**src/hbscp_pkg.sv**
```systemverilog
package hbscp_pkg;

  // Timing
  localparam int unsigned CLK_SYS_MHZ        = 100;
  localparam int unsigned ACCESS_DELAY_US    = 2000;
  localparam int unsigned ACCESS_DELAY_CYCLES = ACCESS_DELAY_US * CLK_SYS_MHZ;
  localparam int unsigned DELAY_CNT_W        = 18;

  // Serial frame: direction bit, 8 address bits, 8 data bits, all MSB first
  localparam logic [4:0] SER_CNT_ADDR_DONE = 5'h09;
  localparam logic [4:0] SER_CNT_FRAME     = 5'h11;

  // Levels of the straps and the direction pin
  localparam logic STYLE_DATA_STROBE = 1'b0;
  localparam logic BUS_PARALLEL      = 1'b0;
  localparam logic DIR_READ          = 1'b1;

  // Reset values
  localparam logic [7:0]  BYTE_RST  = 8'h00;
  localparam logic [15:0] SHIFT_RST = 16'h0000;

  typedef struct packed {
    logic       cs_n;
    logic [7:0] addr;
    logic [7:0] data;
    logic       dir_sdi;       // Direction, write strobe or serial data in
    logic       strobe;        // Data strobe, read strobe or serial clock
    logic       style;
    logic       serial;
  } hbscp_pins_t;

  typedef struct packed {
    logic rd;
    logic wr;
  } hbscp_strobes_t;

  typedef enum logic [2:0] {
    ST_IDLE,
    ST_PAR_WAIT,
    ST_PAR_WR,
    ST_PAR_RD,
    ST_SER,
    ST_DONE
  } hbscp_state_t;

endpackage : hbscp_pkg

```
**src/hbscp_sync.sv**
```systemverilog
`timescale 1ns/1ns
module hbscp_sync
  import hbscp_pkg::*;
#(
  parameter int unsigned W = 1
) (
  input  wire logic         i_clk_sys,  // System clock
  input  wire logic         i_reset_n,  // Synchronous reset, active low
  input  wire logic [W-1:0] i_d,        // Asynchronous inputs
  output logic      [W-1:0] o_q         // Synchronised outputs
);

  logic [W-1:0] meta_reg;
  logic [W-1:0] meta_next;
  logic [W-1:0] sync_reg;
  logic [W-1:0] sync_next;

  always_comb begin
    meta_next = i_d;
    sync_next = meta_reg;
  end

  always_ff @(posedge i_clk_sys) begin
    if (!i_reset_n) begin
      meta_reg <= '0;
      sync_reg <= '0;
    end else begin
      meta_reg <= meta_next;
      sync_reg <= sync_next;
    end
  end

  assign o_q = sync_reg;

endmodule : hbscp_sync

```
**src/hbscp_port.sv**
```systemverilog
`timescale 1ns/1ns
module hbscp_port
  import hbscp_pkg::*;
#(
  parameter int unsigned P_ACCESS_DELAY = ACCESS_DELAY_CYCLES
) (
  input  wire logic       i_clk_sys,             // System clock, 100 MHz
  input  wire logic       i_reset_n,             // Synchronous reset, active low
  input  wire logic       i_cs_n,                // Chip select pin
  input  wire logic [7:0] i_addr,                // Parallel address pins
  input  wire logic [7:0] i_data,                // Data bus pin inputs
  input  wire logic       i_rw_wr_sdi,           // Direction / write strobe / serial in
  input  wire logic       i_data_strobe_n,       // Data strobe / read strobe / serial clock
  input  wire logic       i_strobe_style_strap,  // Parallel strobe style strap
  input  wire logic       i_serial_bus_select,   // Bus type strap
  input  wire logic       i_irq_pending,         // Any unmasked interrupt bit set
  input  wire logic [7:0] i_reg_rdata,           // Register read data, same cycle as read pulse
  output logic      [7:0] o_data,                // Data bus pin outputs
  output logic      [7:0] o_data_oe_n,           // Data bus enables, low drives
  output logic            o_int_n,               // Interrupt pin output level
  output logic            o_int_oe_n,            // Interrupt pin enable, low drives
  output logic      [7:0] o_reg_addr,            // Register address
  output logic      [7:0] o_reg_wdata,           // Register write data
  output logic            o_reg_wr,              // Register write pulse
  output logic            o_reg_rd,              // Register read pulse
  output logic            o_access_ready         // Access delay has elapsed
);

  function automatic hbscp_strobes_t decode_strobes(input logic style,
                                                    input logic dir,
                                                    input logic strobe);
    hbscp_strobes_t s;
    if (style == STYLE_DATA_STROBE) begin
      s.rd = !strobe && (dir == DIR_READ);
      s.wr = !strobe && (dir != DIR_READ);
    end else begin
      s.rd = !strobe;
      s.wr = !dir;
    end
    return s;
  endfunction : decode_strobes

  hbscp_pins_t    pins_raw;
  hbscp_pins_t    pins;
  hbscp_strobes_t par;

  assign pins_raw = '{cs_n: i_cs_n, addr: i_addr, data: i_data, dir_sdi: i_rw_wr_sdi,
                      strobe: i_data_strobe_n, style: i_strobe_style_strap,
                      serial: i_serial_bus_select};

  hbscp_sync #(
    .W ($bits(hbscp_pins_t))
  ) u_sync (
    .i_clk_sys (i_clk_sys),
    .i_reset_n (i_reset_n),
    .i_d       (pins_raw),
    .o_q       (pins)
  );

  hbscp_state_t           state_reg,      state_next;
  logic                   seen_high_reg,  seen_high_next;
  logic                   style_reg,      style_next;
  logic                   serial_reg,     serial_next;
  logic                   sclk_prev_reg,  sclk_prev_next;
  logic [4:0]             cnt_reg,        cnt_next;
  logic [15:0]            sin_reg,        sin_next;
  logic [7:0]             sout_reg,       sout_next;
  logic                   sdo_reg,        sdo_next;
  logic                   ser_rd_reg,     ser_rd_next;
  logic                   load_reg,       load_next;
  logic [7:0]             addr_reg,       addr_next;
  logic [7:0]             wdata_reg,      wdata_next;
  logic [7:0]             rdata_reg,      rdata_next;
  logic                   wr_reg,         wr_next;
  logic                   rd_reg,         rd_next;
  logic                   int_reg,        int_next;
  logic [DELAY_CNT_W-1:0] delay_reg,      delay_next;
  logic                   ready_reg,      ready_next;
  logic                   sclk_rise;
  logic                   sclk_fall;
  logic                   ser_read;

  assign par       = decode_strobes(style_reg, pins.dir_sdi, pins.strobe);
  assign sclk_rise = pins.strobe && !sclk_prev_reg;
  assign sclk_fall = !pins.strobe && sclk_prev_reg;
  // Direction is latched: the shift register carries it away with every later bit
  assign ser_read  = ser_rd_reg;

  always_comb begin
    state_next     = state_reg;
    seen_high_next = seen_high_reg;
    style_next     = style_reg;
    serial_next    = serial_reg;
    sclk_prev_next = pins.strobe;
    cnt_next       = cnt_reg;
    sin_next       = sin_reg;
    sout_next      = sout_reg;
    sdo_next       = sdo_reg;
    ser_rd_next    = ser_rd_reg;
    load_next      = 1'b0;
    addr_next      = addr_reg;
    wdata_next     = wdata_reg;
    rdata_next     = rdata_reg;
    wr_next        = 1'b0;
    rd_next        = 1'b0;
    int_next       = i_irq_pending;
    delay_next     = delay_reg;
    ready_next     = ready_reg;

    // Accesses inside the settle time after reset are dropped
    if (!ready_reg) begin
      if (delay_reg == DELAY_CNT_W'(P_ACCESS_DELAY - 1)) begin
        ready_next = 1'b1;
      end else begin
        delay_next = delay_reg + DELAY_CNT_W'(1);
      end
    end

    if (load_reg) begin
      rdata_next = i_reg_rdata;
      sout_next  = i_reg_rdata;
    end

    if (pins.cs_n) begin
      // Partial serial frames and open parallel cycles are abandoned
      state_next     = ST_IDLE;
      seen_high_next = 1'b1;
      style_next     = pins.style;
      serial_next    = pins.serial;
      cnt_next       = 5'h00;
      ser_rd_next    = 1'b0;
    end else begin
      case (state_reg)
        ST_IDLE: begin
          // Only a fresh falling select after a high one opens a cycle
          if (seen_high_reg && ready_reg) begin
            state_next = (serial_reg == BUS_PARALLEL) ? ST_PAR_WAIT : ST_SER;
          end else begin
            state_next = ST_DONE;
          end
        end
        ST_PAR_WAIT: begin
          if (par.rd) begin
            addr_next  = pins.addr;
            rd_next    = 1'b1;
            load_next  = 1'b1;
            state_next = ST_PAR_RD;
          end else if (par.wr) begin
            addr_next  = pins.addr;
            wdata_next = pins.data;
            state_next = ST_PAR_WR;
          end
        end
        ST_PAR_WR: begin
          // Data is taken at the trailing strobe edge, where it is settled
          if (par.wr) begin
            addr_next  = pins.addr;
            wdata_next = pins.data;
          end else begin
            wr_next    = 1'b1;
            state_next = ST_DONE;
          end
        end
        ST_PAR_RD: begin
          if (!par.rd) begin
            state_next = ST_DONE;
          end
        end
        ST_SER: begin
          if (sclk_rise) begin
            sin_next = {sin_reg[14:0], pins.dir_sdi};
            cnt_next = cnt_reg + 5'h01;
            if (cnt_reg == SER_CNT_ADDR_DONE - 5'h01 && sin_reg[7] == DIR_READ) begin
              addr_next = {sin_reg[6:0], pins.dir_sdi};
              ser_rd_next = 1'b1;
              rd_next   = 1'b1;
              load_next = 1'b1;
            end
            if (cnt_reg == SER_CNT_FRAME - 5'h01) begin
              state_next = ST_DONE;
              if (sin_reg[15] != DIR_READ) begin
                addr_next  = sin_reg[14:7];
                wdata_next = {sin_reg[6:0], pins.dir_sdi};
                wr_next    = 1'b1;
              end
            end
          end else if (sclk_fall && cnt_reg >= SER_CNT_ADDR_DONE && ser_read) begin
            sdo_next  = sout_reg[7];
            sout_next = {sout_reg[6:0], 1'b0};
          end
        end
        ST_DONE: begin
          state_next = ST_DONE;
        end
        default: begin
          state_next = ST_IDLE;
        end
      endcase
    end
  end

  always_ff @(posedge i_clk_sys) begin
    if (!i_reset_n) begin
      state_reg     <= ST_IDLE;
      seen_high_reg <= 1'b0;
      style_reg     <= STYLE_DATA_STROBE;
      serial_reg    <= BUS_PARALLEL;
      sclk_prev_reg <= 1'b0;
      cnt_reg       <= 5'h00;
      sin_reg       <= SHIFT_RST;
      sout_reg      <= BYTE_RST;
      sdo_reg       <= 1'b0;
      ser_rd_reg    <= 1'b0;
      load_reg      <= 1'b0;
      addr_reg      <= BYTE_RST;
      wdata_reg     <= BYTE_RST;
      rdata_reg     <= BYTE_RST;
      wr_reg        <= 1'b0;
      rd_reg        <= 1'b0;
      int_reg       <= 1'b0;
      delay_reg     <= '0;
      ready_reg     <= 1'b0;
    end else begin
      state_reg     <= state_next;
      seen_high_reg <= seen_high_next;
      style_reg     <= style_next;
      serial_reg    <= serial_next;
      sclk_prev_reg <= sclk_prev_next;
      cnt_reg       <= cnt_next;
      sin_reg       <= sin_next;
      sout_reg      <= sout_next;
      sdo_reg       <= sdo_next;
      ser_rd_reg    <= ser_rd_next;
      load_reg      <= load_next;
      addr_reg      <= addr_next;
      wdata_reg     <= wdata_next;
      rdata_reg     <= rdata_next;
      wr_reg        <= wr_next;
      rd_reg        <= rd_next;
      int_reg       <= int_next;
      delay_reg     <= delay_next;
      ready_reg     <= ready_next;
    end
  end

  // Bus drive follows the synchronised strobe, so release lags the pin by 2-3 cycles
  always_comb begin
    o_data      = rdata_reg;
    o_data_oe_n = 8'hFF;
    if (!pins.cs_n && state_reg == ST_PAR_RD) begin
      o_data_oe_n = 8'h00;
    end else if (!pins.cs_n && state_reg == ST_SER && cnt_reg >= SER_CNT_ADDR_DONE
                 && ser_read) begin
      o_data      = {rdata_reg[7:1], sdo_reg};
      o_data_oe_n = 8'hFE;
    end
  end

  assign o_int_n        = 1'b0;
  assign o_int_oe_n     = !int_reg;
  assign o_reg_addr     = addr_reg;
  assign o_reg_wdata    = wdata_reg;
  assign o_reg_wr       = wr_reg;
  assign o_reg_rd       = rd_reg;
  assign o_access_ready = ready_reg;

endmodule : hbscp_port

```
**config.mk**
```make
export PLATFORM = sky130hd
export DESIGN_NAME = hbscp_port
export DESIGN_NICKNAME = d
export VERILOG_FILES = /design/src/hbscp_pkg.sv /design/src/hbscp_sync.sv /design/src/hbscp_port.sv
export SDC_FILE = /design/constraint.sdc
export NUM_CORES = 1
export LEC_CHECK = 0
export ABC_AREA = 1
export BUFFER_PORTS_ARGS = -buffer_cell sky130_fd_sc_hd__buf_2
export CORE_MARGIN = 4
export CORE_UTILIZATION = 32
export DETAILED_ROUTE_END_ITERATION = 8
export PLACE_DENSITY = 0.61
export SYNTH_ARGS = -nofsm -noshare
export SYNTH_HDL_FRONTEND = slang
export SYNTH_SLANG_ARGS = --single-unit
```
**constraint.sdc**
```tcl
create_clock -name i_clk_sys -period 2.6 [get_ports i_clk_sys]
set_input_delay 0.52 -clock i_clk_sys [delete_from_list [all_inputs] [get_ports i_clk_sys]]
set_output_delay 0.52 -clock i_clk_sys [all_outputs]
set_load 0.01 [all_outputs]
```
Word-level counts from Yosys, hierarchy flattened. Index checks and enable logic that the tools add are counted.

Add/subtract/negate cells: 2. Reduce and logical (&&, ||, !) cells: 28. Divide/modulo/power cells: 0. Shift operators: 0. Multiply operators: 0. Magnitude comparators: 1. Bitwise operators: 6. Multiplexer cells: 43. Eq/ne operators: 15.

Operators by type and width (count): 8-bit two-way mux (17); 8-bit case mux with 3 select lines (2); 3-bit two-way mux (8); 18-bit by 1-bit adder with 18-bit output (second input constant) (1); 18-bit equality test (second input constant) (1); 3-bit case mux with 6 select lines (1); 1-bit logical AND (12); 1-bit two-way mux (12); 2-bit != test (second input constant) (6); 3-bit AND reduction (3); 3-bit by 2-bit equality test with 1-bit output (second input constant) (2); 3-bit equality test (second input constant) (2); 1-bit NOT (6); 6-bit AND reduction (1); 5-bit by 1-bit adder with 5-bit output (second input constant) (1); 5-bit by 4-bit equality test with 1-bit output (second input constant) (1); 5-bit equality test (second input constant) (1); 5-bit by 4-bit greater-or-equal comparator with 1-bit output (second input constant) (1); 1-bit zero test (5); 5-bit AND reduction (1); 1-bit case mux with 2 select lines (2); 2-bit AND reduction (2); 4-bit AND reduction (1); 3-bit by 1-bit equality test with 1-bit output (second input constant) (1); 5 further kinds (5).

Register bits: 126. Bits in writable memories: 0. Input bits: 32. Bits in read-only memories: 0. Latch bits: 0. Output and inout bits: 37. Memories kept: 0.

Longest topological paths before layout. Gate-level depths: netlist of run 1.

Word-level depth: 8. Depth in mapped cells: 11.

Modules after synthesis. From an unflattened synthesis of run 1, not the netlist that was laid out.

Cells, all modules: 827. Area, all modules: 5724.2 µm².

Modules (own cells, without submodules): hbscp_port (cells each 696, instances 1, area each 4500.6 µm²); hbscp_sync (cells each 131, instances 1, area each 1223.7 µm²).

Worst setup path before layout of run 1. No wires, ideal clock.

Path kind: reg2out. Start: register state_reg[0]. End: output port o_data_oe_n[0]. Path slack: 961 ps. Cell stages (with the launch flop): 5. Required time: 2080 ps. Data arrival time: 1119 ps. Buffers on the path: 0. Path through: dfxtp_1 inv_1 nor3_1 nand2_1 a21boi_0.

Cells in the longest elaborated chain, start to end: 6.

RTL lines: start: declaration (RTL line hbscp_port.sv:60) `hbscp_state_t state_reg, state_next;`; start signal: assignment (RTL line hbscp_port.sv:224) `state_reg <= state_next;`; 3-bit equality test (RTL line hbscp_port.sv:252) `end else if (!pins.cs_n && state_reg == ST_SER && cnt_reg >= SER_CNT_ADDR_DONE`; 1-bit logical AND (2 in a row) (RTL line hbscp_port.sv:252); 1-bit logical AND (RTL line hbscp_port.sv:253) `&& ser_read) begin`; 1-bit two-way mux (RTL line hbscp_port.sv:252); 8-bit two-way mux (*) (RTL line hbscp_port.sv:250) `if (!pins.cs_n && state_reg == ST_PAR_RD) begin`; end: declaration (RTL line hbscp_port.sv:19) `output logic [7:0] o_data_oe_n,`.

Every way passes the cells marked *; elsewhere a longest branch is shown, timed or not.

Worst setup path in the final report of run 1.
Start: register state_reg[1]. End: output port o_data[0].

Cells in the longest elaborated chain, start to end: 6.

RTL lines: 3-bit equality test (RTL line hbscp_port.sv:252); 1-bit logical AND (2 in a row) (RTL line hbscp_port.sv:252); 1-bit logical AND (RTL line hbscp_port.sv:253); 1-bit two-way mux (RTL line hbscp_port.sv:252); 1-bit two-way mux (*) (RTL line hbscp_port.sv:250); end: declaration (RTL line hbscp_port.sv:18) `output logic [7:0] o_data,`.

Marked as above.

==> reports/metrics.csv, run 1 <==
stage,metric,value,unit
route,drc,0,
clocking,cts_inserted_buffers,17,
power_and_ir_drop,cellLeakagePower,0.00317,µW
grt,grt_max_degree,90,
floorplan,die_x,140,µm
grt,grt_pass1_wl,20900,µm
timing,min_period_over_period,95.6,%
finish,multiInputGateArea,0.00244,mm²
worst_setup_path,worstPathArrival,1.97,ns
clocking,clk_pin_slew,0.05,ns
finish,regArea,0.00252,mm²
worst_setup_path,slowest_delay,0.36,ns
clocking,cts_tree,built,
clocking,cts_max_level,4,
route,viasPerCell,4.43,
worst_setup_path,r2r-start,state_reg[1]$_SDFFE_PP0P_,
route,first_pass_iters,5,
hold_path,hold_start,i_addr[1],
worst_setup_path,path_cells,nor2_4 > nand2_4 > nor3_4 > a21oi_1 > a31oi_2 > buf_2,
route,wire_per_inst,11.3,µm
route,wirelength,12300,µm
floorplan,rows,47,
floorplan,dieArea,0.0196,mm²
job,drv_cap,0,
worst_setup_path,crit_required,2.08,ns
clocking,cts_hold_buf,0,
clocking,root_buffer,clkbuf_16,
finish,n_antenna_cell,0,
floorplan,initial_core_util,33.1,%
power_and_ir_drop,power,6230,µW
logic_synthesis,synth_top_flop_cell,dfxtp_1,
placement,hpwl,8250,µm
logic_synthesis,synth-async-reset-ratio,0,%
timing,setup_violations,0,
logic_synthesis,ys_ff_latch,126,
logic_synthesis,postSynthCellCount,802,
grt,grt_pass1_vias,4365,
logic_synthesis,synthesis.nets,838,
grt,antenna_found_initial,0,
logic_synthesis,syn_area_per_cell,6.94,µm²
finish,areaGrowthSynthToFinish,20.2,%
worst_setup_path,crit_path_start,state_reg[1]$_SDFFE_PP0P_,
finish,post-route-util,39.8,%
logic_synthesis,synth.top_cell.area_share,45.3,%
status,status,finished clean,
logic_synthesis,ys.warnings.count,0,
route,via_count,4812,
logic_synthesis,synth-edff-count,0,
finish,fillCellCount,1791,
clocking,clock_path_buffers,2,
worst_setup_path,cp-end-kind,primary output,
hold_path,hold_end,u_sync.meta_reg[13]$_SDFF_PN0_,
route,drtIter0Drc,336,
timing,slew_viol_final,0,
worst_setup_path,r2r_end,sout_reg[6]$_SDFF_PN0_,
power_and_ir_drop,power.density,931,mW/mm²
timing,clock_skew,0.00894,ns
timing,fin_crit,2.49,ns
logic_synthesis,ys_types,34,
logic_synthesis,synth_area,0.00557,mm²
hold_path,min_delay_path_depth,3,
worst_setup_path,crit_path_start_kind,flip-flop,
worst_setup_path,rr_worst_depth,7,
floorplan,chipHeight,140,µm
power_and_ir_drop,ir_drop,0.515,mV
grt,grt_usage,13.0,%
hold_path,hp-class,in2reg,
timing,fmax,402,MHz
placement,port_buffers,67,
clocking,worst_skew_pair.late_latency,0.42,ns
floorplan,ios,69,
worst_setup_path,path_max_fanout,12,
floorplan,core-area,0.0168,mm²
logic_synthesis,seq_area_frac_synth,45.3,%
grt,globalRouteOverflowTotal,0,
logic_synthesis,synthTopCellsByArea,"dfxtp_1 45%, nand2_1 15%, nor2_1 7.8%, inv_1 6.2%, nand3_1 4.5%",
worst_setup_path,crit_type,reg2out,
finish,layout-drive-gt1-share,14.5,%
finish,nets,890,
worst_setup_path,slowest_stage,dfxtp_1,
timing,hold_viol,0,
clocking,cts_num_sinks,126,
logic_synthesis,yosys.area.top_type,dfxtp_1,
placement,place.gp.congestion,0.808,
route,ant_nets,0,
worst_setup_path,r2r_slack,0.59,ns
-- cell usage in the layout, fill, tap and decap left out, drive strengths merged --
cell,Yosys,layout
o211ai,1,1
and2,1,1
nor3,12,12
a21oi,45,45
a21boi,1,1
nor3b,1,1
clkinv,1,7
a31oi,2,2
inv,97,97
xor2,6,6
clkbuf,15,18
dfxtp,126,126
buf,27,74
o21ai,48,48
nand3b,9,9
nor2,120,120
ha,4,4
bufinv,0,6
conb,1,1
nand4,5,5
nand3,50,50
o21a,1,1
xnor2,4,4
clkinvlp,0,2
nand2,225,226
-- power breakdown --
group	leakage, µW	switching, µW	internal (µW)
Combinational	0.00182	798	473
Clock	0.000326	877	1820
Sequential	0.00103	141	2120
-- stage by stage --
step	instance area (µm²)	cells	setup TNS [ns]	setup slack, ns	hold slack, ns
global route	6690	1087	-0.0547	-0.0547	0.267
global placement	5980	1052	0	0.579	0.396
finish	6690	1087	0	0.114	0.278
floorplan	5570	802	0	0.961	0.390
detailed placement	5980	1052	0	0.578	0.396
CTS	6660	1084	0	0.120	0.258
-- worst max path at each step --
stage / cells past startpoint / slack, ns / to
after floorplan: 4 / 0.96 / o_data_oe_n[0]
after global placement: 6 / 0.58 / o_data[0]
after detailed placement: 6 / 0.58 / o_data[0]
after CTS: 6 / 0.12 / o_data[0]
after global routing: 6 / -0.05 / o_data[0]
final: 6 / 0.11 / o_data[0]
-- cells in the mapped netlist (5+ instances only) --
| cell | n |
|---|---|
| nand2_1 | 221 |
| dfxtp_1 | 126 |
| nor2_1 | 116 |
| inv_1 | 92 |
| nand3_1 | 50 |
| a21oi_1 | 45 |
| o21ai_0 | 34 |
| buf_4 | 16 |
| clkbuf_1 | 15 |
| o21ai_1 | 12 |
| nor3_1 | 10 |
| nand3b_1 | 9 |
| buf_2 | 8 |
| xor2_1 | 6 |
| inv_2 | 5 |
-- metal layers --
metal	GRT usage [%]	vias to the layer above	routed length [µm]
li1	-	2585	-
met1	17.7	2111	6140
met2	19.1	108	5390
met3	4.57	8	714
met4	4.69	0	81
met5	0	-	0
-- cell families (layout without fill, tap and decap cells) --
logic type | after synthesis | in the layout | synth area share (%)
AO/OA/AOI/OAI | 98 | 98 | 9.13
XOR/XNOR | 10 | 10 | 1.57
adder cells (fa/ha/maj) | 4 | 4 | 0.899
buffers and inverters | 140 | 204 | 11.1
flip-flops | 126 | 126 | 45.3
other | 1 | 1 | 0.0674
AND/OR/NAND/NOR | 423 | 424 | 31.9
-- repair_timing --
item | 4_1_cts | 5_1_grt
setup buffers | 0 | 2
setup endpoints to repair | 0 | 1
resized for setup | 0 | 2
-- final cells by class --
class | count | area share [%]
clock buffers | 18 | 6.57
clock inverters | 14 | 3.59
inverters | 98 | 5.50
multi-input cells | 537 | 36.5
flip-flops and latches | 126 | 37.7
well taps | 220 | 4.12
repair buffers | 74 | 5.99
-- worst max-delay path, delay by kind of cell (launching register included) --
| family | cells | cell delay (ns) |
|---|---|---|
| AOI/OAI and AO/OA | 2 | 0.35 |
| DFF | 1 | 0.36 |
| buffers and inverters | 1 | 0.18 |
| and+or+nand+nor | 3 | 0.64 |
No activity file was read; power rests on OpenSTA's default activity.
==> inputs of run 2 (changes only) <==
--- a/config.mk
+++ b/config.mk
@@ -5,7 +5,6 @@
 export SDC_FILE = /design/constraint.sdc
 export NUM_CORES = 1
 export LEC_CHECK = 0
-export ABC_AREA = 1
 export BUFFER_PORTS_ARGS = -buffer_cell sky130_fd_sc_hd__buf_2
 export CORE_MARGIN = 4
 export CORE_UTILIZATION = 32
==> reports/metrics.csv, run 2 <==
stage,metric,value,unit,change
worst_setup_path,crit_path_start_kind,flip-flop,,
route,ant_nets,0,,unchanged
floorplan,rows,47,,unchanged
logic_synthesis,ys.warnings.count,0,,unchanged
logic_synthesis,synthesis.nets,623,,-26%
logic_synthesis,yosys.area.top_type,dfxtp_1,,
route,via_count,4203,,-13%
worst_setup_path,crit_required,2.08,ns,about the same
grt,grt_max_degree,53,,-41%
route,drc,0,,unchanged
power_and_ir_drop,ir_drop,0.468,mV,-9.1%
route,wire_per_inst,13.7,µm,+21%
placement,hpwl,8260,µm,about the same
finish,n_antenna_cell,0,,unchanged
worst_setup_path,slowest_delay,0.35,ns,about the same
grt,grt_usage,12.5,%,-0.53 points
timing,fin_crit,2.55,ns,+0.0624 ns
finish,multiInputGateArea,0.00269,mm²,+10%
finish,nets,669,,-25%
finish,fillCellCount,1665,,-7.0%
logic_synthesis,postSynthCellCount,587,,-27%
worst_setup_path,critPathBufInv,2,,+1
placement,place.gp.congestion,0.796,,-1.5%
power_and_ir_drop,cellLeakagePower,0.00252,µW,-21%
grt,use_met1,16.1,%,-1.6 points
logic_synthesis,synthTopCellsByArea,"dfxtp_1 45%, mux2i_1 6.3%, and2_1 5.4%, nand2_1 4.7%, buf_4 2.3%",,
logic_synthesis,synth-async-reset-ratio,0,%,unchanged
worst_setup_path,crit_type,reg2out,,
hold_path,hp-class,in2reg,,
clocking,cts_inserted_buffers,17,,unchanged
grt,antenna_found_initial,0,,unchanged
clocking,worst_skew_pair.late_latency,0.42,ns,about the same
timing,clock_skew,0.00677,ns,-0.00217 ns
timing,fmax,392,MHz,-2.4%
floorplan,ios,69,,unchanged
route,first_pass_iters,4,,-1
route,drtIter0Drc,206,,-39%
finish,layout-drive-gt1-share,22.3,%,+7.8 points
clocking,cts_num_sinks,126,,unchanged
timing,min_period_over_period,98.0,%,+2.4 points
job,drv_cap,0,,unchanged
logic_synthesis,yosys-top-cells-count,"126 x dfxtp_1, 69 x nand2_1, 48 x and2_1",,
status,status,finished clean,,
timing,hold_slack,0.307,ns,+0.0294 ns
grt,use_met2,19.3,%,+0.13 points
logic_synthesis,ys_ff_latch,126,,unchanged
clocking,cts_max_level,4,,unchanged
power_and_ir_drop,power.density,718,mW/mm²,-23%
logic_synthesis,synth_top_flop_cell,dfxtp_1,,
timing,setup_violations,0,,unchanged
timing,tightest_slew,0.874,ns,
placement,port_buffers,67,,unchanged
timing,slew_headroom,41.3,%,
clocking,cts_tree,built,,
finish,final_cell_mix,"123 x dfxtp_1, 69 x nand2_1, 67 x buf_2",,
worst_setup_path,slowest_stage,mux2_1,,
worst_setup_path,path_delay_family,compound AO/OA/AOI/OAI gates,,
clocking,clock_path_buffers,2,,unchanged
clocking,clk_pin_slew,0.06,ns,about the same
floorplan,chipHeight,140,µm,-0.13%
floorplan,initial_core_util,33.0,%,-0.089 points
grt,grt_pass1_wl,19900,µm,-5.0%
floorplan,dieArea,0.0195,mm²,-0.25%
finish,final_common_cell,dfxtp_1,,
worst_setup_path,path_cells,inv_2 > ha_4 > o41a_1 > o211ai_1 > mux2_1 > buf_2,,
floorplan,die_x,140,µm,-0.13%
route,wirelength,11900,µm,-3.4%
logic_synthesis,ys_types,62,,+82%
timing,grt_setup_unrepaired,true,,
grt,grt_pass1_vias,4149,,-4.9%
clocking,root_buffer,clkbuf_16,,
grt,busiest_layer,met2,,
route,viasPerCell,4.85,,+9.6%
timing,hold_viol,0,,unchanged
worst_setup_path,worstPathArrival,2.03,ns,+0.06 ns
timing,slew_viol_final,0,,unchanged
logic_synthesis,syn_area_per_cell,9.46,µm²,+36%
finish,regArea,0.00253,mm²,+0.15%
worst_setup_path,path_max_fanout,2,,-10
worst_setup_path,cp-end-kind,primary output,,
logic_synthesis,synth_area,0.00555,mm²,-0.27%
grt,globalRouteOverflowTotal,0,,unchanged
logic_synthesis,seq_area_frac_synth,45.4,%,+0.12 points
logic_synthesis,yosysMostFrequentCell,dfxtp_1,,
grt,use_met3,4.19,%,-0.38 points
power_and_ir_drop,power,4740,µW,-24%
clocking,cts_hold_buf,0,,unchanged
logic_synthesis,synth-edff-count,0,,unchanged
logic_synthesis,synth.top_cell.area_share,45.4,%,+0.12 points
floorplan,core-area,0.0168,mm²,unchanged
finish,areaGrowthSynthToFinish,18.8,%,
## run 2: changes by cell type after synthesis, sizes merged, moves of 35 or more
cell / delta
nor2: -91
and2: +47
inv: -87
nand3: -36
nand2: -155
mux2i: +35
## run 2: metal layers
metal  vias to the layer above  wire length [µm]
met3                        13               672
met4                         0               140
met2                       106              5500
li1                       2138                 -
met1                      1946              5600
met5                         -                 0
## run 2: cell type report
class / count / area share (%)
repair buffers: 80 / 6.81
well taps: 220 / 4.17
clock buffers: 17 / 6.45
inverters: 12 / 0.683
multi-input cells: 396 / 40.8
flip-flops and latches: 126 / 38.3
clock inverters: 15 / 2.83
## run 2: path summary, 6_finish.rpt
| check | startpoint | to | slack, ns | cells past startpoint |
|---|---|---|---|---|
| setup / recovery | cnt_reg[1]$_SDFFE_PP0P_ | o_data[0] | 0.05 | 6 |
| hold / removal | i_data[0] | u_sync.meta_reg[4]$_SDFF_PN0_ | 0.31 | 2 |
| setup reg to reg | cnt_reg[1]$_SDFFE_PP0P_ | o_reg_wdata[4]$_SDFFE_PN0P_ | 0.38 | 8 |
| hold reg to reg | u_sync.meta_reg[20]$_SDFF_PN0_ | u_sync.o_q[20]$_SDFF_PN0_ | 0.43 | 1 |
## run 2: power by group
group / internal [µW] / switching (µW)
Clock: 1520 / 907
Combinational: 121 / 163
Sequential: 1990 / 38.3
## run 2: cell families after synthesis
group | synth area share, %
compound gates | 14.4
xor+xnor | 0.947
fa+ha+maj | 0.902
buf+inv | 6.36
flops | 45.4
mux | 8.34
other cells | 0.0675
simple gates | 23.5
## run 2: repair_timing
action | CTS | global route
resized for setup | 5 | 2
pin swaps | 2 | 2
endpoints found under the hold margin | 0 | 0
setup endpoints to repair | 1 | 2
buffers inserted | 3 | 2
## run 2: stage by stage
step | setup slack (ns) | cell area, µm² | util [%] | setup TNS [ns] | instances
floorplan | 0.559 | 5550 | - | 0 | 587
global placement | 0.377 | 5930 | 35.2 | 0 | 829
detailed placement | 0.320 | 5930 | 35.2 | 0 | 829
CTS | -0.0631 | 6580 | 39.1 | -0.0631 | 864
global route | -0.0375 | 6600 | 39.2 | -0.0375 | 866
finish | 0.0521 | 6600 | 39.2 | 0 | 866
==> inputs of run 3 (changes only) <==
--- a/config.mk
+++ b/config.mk
@@ -5,11 +5,12 @@
 export SDC_FILE = /design/constraint.sdc
 export NUM_CORES = 1
 export LEC_CHECK = 0
+export ABC_AREA = 1
 export BUFFER_PORTS_ARGS = -buffer_cell sky130_fd_sc_hd__buf_2
 export CORE_MARGIN = 4
-export CORE_UTILIZATION = 32
+export CORE_UTILIZATION = 45
 export DETAILED_ROUTE_END_ITERATION = 8
-export PLACE_DENSITY = 0.61
+export PLACE_DENSITY = 0.76
 export SYNTH_ARGS = -nofsm -noshare
 export SYNTH_HDL_FRONTEND = slang
 export SYNTH_SLANG_ARGS = --single-unit
==> reports/metrics.csv, run 3 (synthesis gave the netlist of run 1 again) <==
stage,metric,value,unit,change
worst_setup_path,slowest_stage,dfxtp_1,,
placement,place.gp.congestion,0.875,,+9.9%
worst_setup_path,worstPathArrival,1.83,ns,-0.20 ns
worst_setup_path,path_cells,nor2_2 > nand2_4 > nor3_4 > a21oi_1 > a31oi_1 > buf_2,,
worst_setup_path,slowest_delay,0.36,ns,about the same
clocking,ctsResizeCount,0,,-5
floorplan,dieArea,0.0142,mm²,-27%
placement,dp_cells,1001,,+21%
worst_setup_path,worstSetupEndpoint,o_data[0],,
grt,grt_pass1_wl,19800,µm,-0.45%
clocking,cts_tree,built,,
placement,port_buffers,67,,unchanged
route,wirelength,11800,µm,-0.55%
route,ant_nets,0,,unchanged
floorplan,core-area,0.0121,mm²,-28%
worst_setup_path,r2r-start,state_reg[1]$_SDFFE_PP0P_,,
power_and_ir_drop,cell_internal_pwr,4210,µW,+16%
clocking,cts_hold_buf,0,,unchanged
status,status,finished clean,,
clocking,post-cts-setup-buffers,0,,-3
power_and_ir_drop,power.density,920,mW/mm²,+28%
power_and_ir_drop,power_frac_seq,37.2,%,-5.5 points
grt,grt_max_degree,36,,-32%
timing,hold_viol,0,,unchanged
timing,fin_tns_setup,0,ns,unchanged
timing,fmax,425,MHz,+8.4%
floorplan,initial_core_util,46.2,%,+13 points
finish,nets,888,,+33%
finish,final_common_cell,nand2_1,,
floorplan,rows,40,,-15%
route,first_pass_iters,5,,+1
finish,final_cells,1033,,+19%
clocking,root_buffer,clkbuf_16,,
timing,grt_setup_unrepaired,false,,
floorplan,chipHeight,119,µm,-15%
worst_setup_path,r2r_slack,0.59,ns,+0.21 ns
finish,post-route-util,54.2,%,+15 points
worst_setup_path,crit_required,2.08,ns,about the same
worst_setup_path,r2r_end,sin_reg[0]$_SDFFE_PN0P_,,
power_and_ir_drop,power_frac_clock,41.8,%,-9.5 points
placement,hpwl,7910,µm,-4.2%
job,drv_cap,0,,unchanged
timing,fin_crit,2.35,ns,-0.197 ns
power_and_ir_drop,cellLeakagePower,0.00313,µW,+24%
route,via_count,4918,,+17%
hold_path,hp-class,in2reg,,
route,drc,0,,unchanged
worst_setup_path,crit_path_start,state_reg[1]$_SDFFE_PP0P_,,
worst_setup_path,rr_worst_depth,9,,+1
worst_setup_path,path_max_fanout,23,,+21
floorplan,ios,69,,unchanged
clocking,cts_inserted_buffers,17,,unchanged
finish,final_cell_mix,"221 x nand2_1, 126 x dfxtp_1, 116 x nor2_1",,
clocking,cts_max_level,4,,unchanged
clocking,clk_pin_slew,0.06,ns,about the same
grt,antenna_found_initial,0,,unchanged
route,viasPerCell,4.76,,-1.9%
timing,min_period_over_period,90.4,%,-7.6 points
worst_setup_path,cp-end-kind,primary output,,
power_and_ir_drop,switching_power,1800,µW,+62%
clocking,cts_num_sinks,126,,unchanged
finish,layout-drive-gt1-share,14.1,%,-8.2 points
timing,slew_viol_final,0,,unchanged
finish,areaGrowthSynthToFinish,17.4,%,
timing,clock_skew,0.00640,ns,-0.000369 ns
floorplan,die_x,119,µm,-15%
worst_setup_path,crit_path_start_kind,flip-flop,,
power_and_ir_drop,p_comb_share,21.0,%,+15 points
grt,globalRouteOverflowTotal,0,,unchanged
finish,fillCellCount,1155,,-31%
power_and_ir_drop,switching_share,29.9,%,+6.6 points
clocking,worst_skew_pair.late_latency,0.42,ns,about the same
grt,grt_pass1_vias,4373,,+5.4%
worst_setup_path,crit_type,reg2out,,
clocking,clock_path_buffers,2,,unchanged
grt,grt_usage,17.1,%,+4.7 points
route,wire_per_inst,11.5,µm,-17%
route,drtIter0Drc,404,,+96%
finish,n_antenna_cell,0,,unchanged
power_and_ir_drop,ir_drop,0.458,mV,-2.1%
timing,setup_violations,0,,unchanged
-- run 3: cell types whose count changed in the layout (fill, tap and decap cells not counted), sizes merged, moves of 14 or more --
cell / change
o21ai: +34
mux2i: -35
nand2b: -14
nand3: +36
nand2: +155
inv: +83
a211oi: -19
nor2: +91
a21oi: +14
and2: -47
-- run 3: power groups by stage --
| stage | Combinational [µW] | Sequential, µW | Clock (µW) |
|---|---|---|---|
| global route | 1440 | 2260 | 2630 |
| finish | 1260 | 2240 | 2510 |
| global placement | 1230 | 2280 | 0 |
| detailed placement | 1240 | 2280 | 0 |
| CTS | 1260 | 2240 | 2550 |
| floorplan | 954 | 2300 | 0 |
-- run 3: worst min path at each step --
stage	startpoint	to	slack, ns	cells past startpoint
after global placement	u_sync.meta_reg[12]$_SDFF_PN0_	u_sync.o_q[12]$_SDFF_PN0_	0.39	2
after CTS	i_addr[6]	u_sync.meta_reg[18]$_SDFF_PN0_	0.26	3
after floorplan	u_sync.meta_reg[0]$_SDFF_PN0_	u_sync.o_q[0]$_SDFF_PN0_	0.39	2
final	i_addr[6]	u_sync.meta_reg[18]$_SDFF_PN0_	0.28	3
after detailed placement	u_sync.meta_reg[19]$_SDFF_PN0_	u_sync.o_q[19]$_SDFF_PN0_	0.40	2
after global routing	i_rw_wr_sdi	u_sync.meta_reg[3]$_SDFF_PN0_	0.28	3
-- run 3: layout make-up --
cell class              count  area (µm²)  share of cell area (%)
multi-input cells         536        2430                    37.1
well taps                 168         210                    3.22
clock inverters            13         188                    2.87
flip-flops and latches    126        2520                    38.6
repair buffers             73         380                    5.82
clock buffers              19         443                    6.78
inverters                  98         368                    5.63
-- run 3: routing by layer --
layer / global-route usage, % / up-vias / wire length, µm / part of all wire (%)
li1: - / 2579 / - / -
met1: 21.8 / 2165 / 5660 / 48
met2: 26.4 / 160 / 5140 / 43
met3: 5.84 / 14 / 895 / 7.6
met4: 7.24 / 0 / 141 / 1.2
met5: 0 / - / 0 / 0
-- run 3: per-stage QoR --
stage	instance area [µm²]	hold WS (ns)	total power [µW]	setup WS [ns]
finish	6540	0.279	6010	0.249
global route	6540	0.276	6330	0.161
CTS	6540	0.262	6040	0.235
detailed placement	5910	0.396	3520	0.635
global placement	5910	0.392	3510	0.707
floorplan	5570	0.390	3260	0.961
-- run 3: worst max-delay path, delay by kind of cell (launching register included) --
| kind | cells | cell delay, ns |
|---|---|---|
| compound gates | 2 | 0.26 |
| simple gates | 3 | 0.64 |
| flops | 1 | 0.36 |
| buf+inv | 1 | 0.15 |
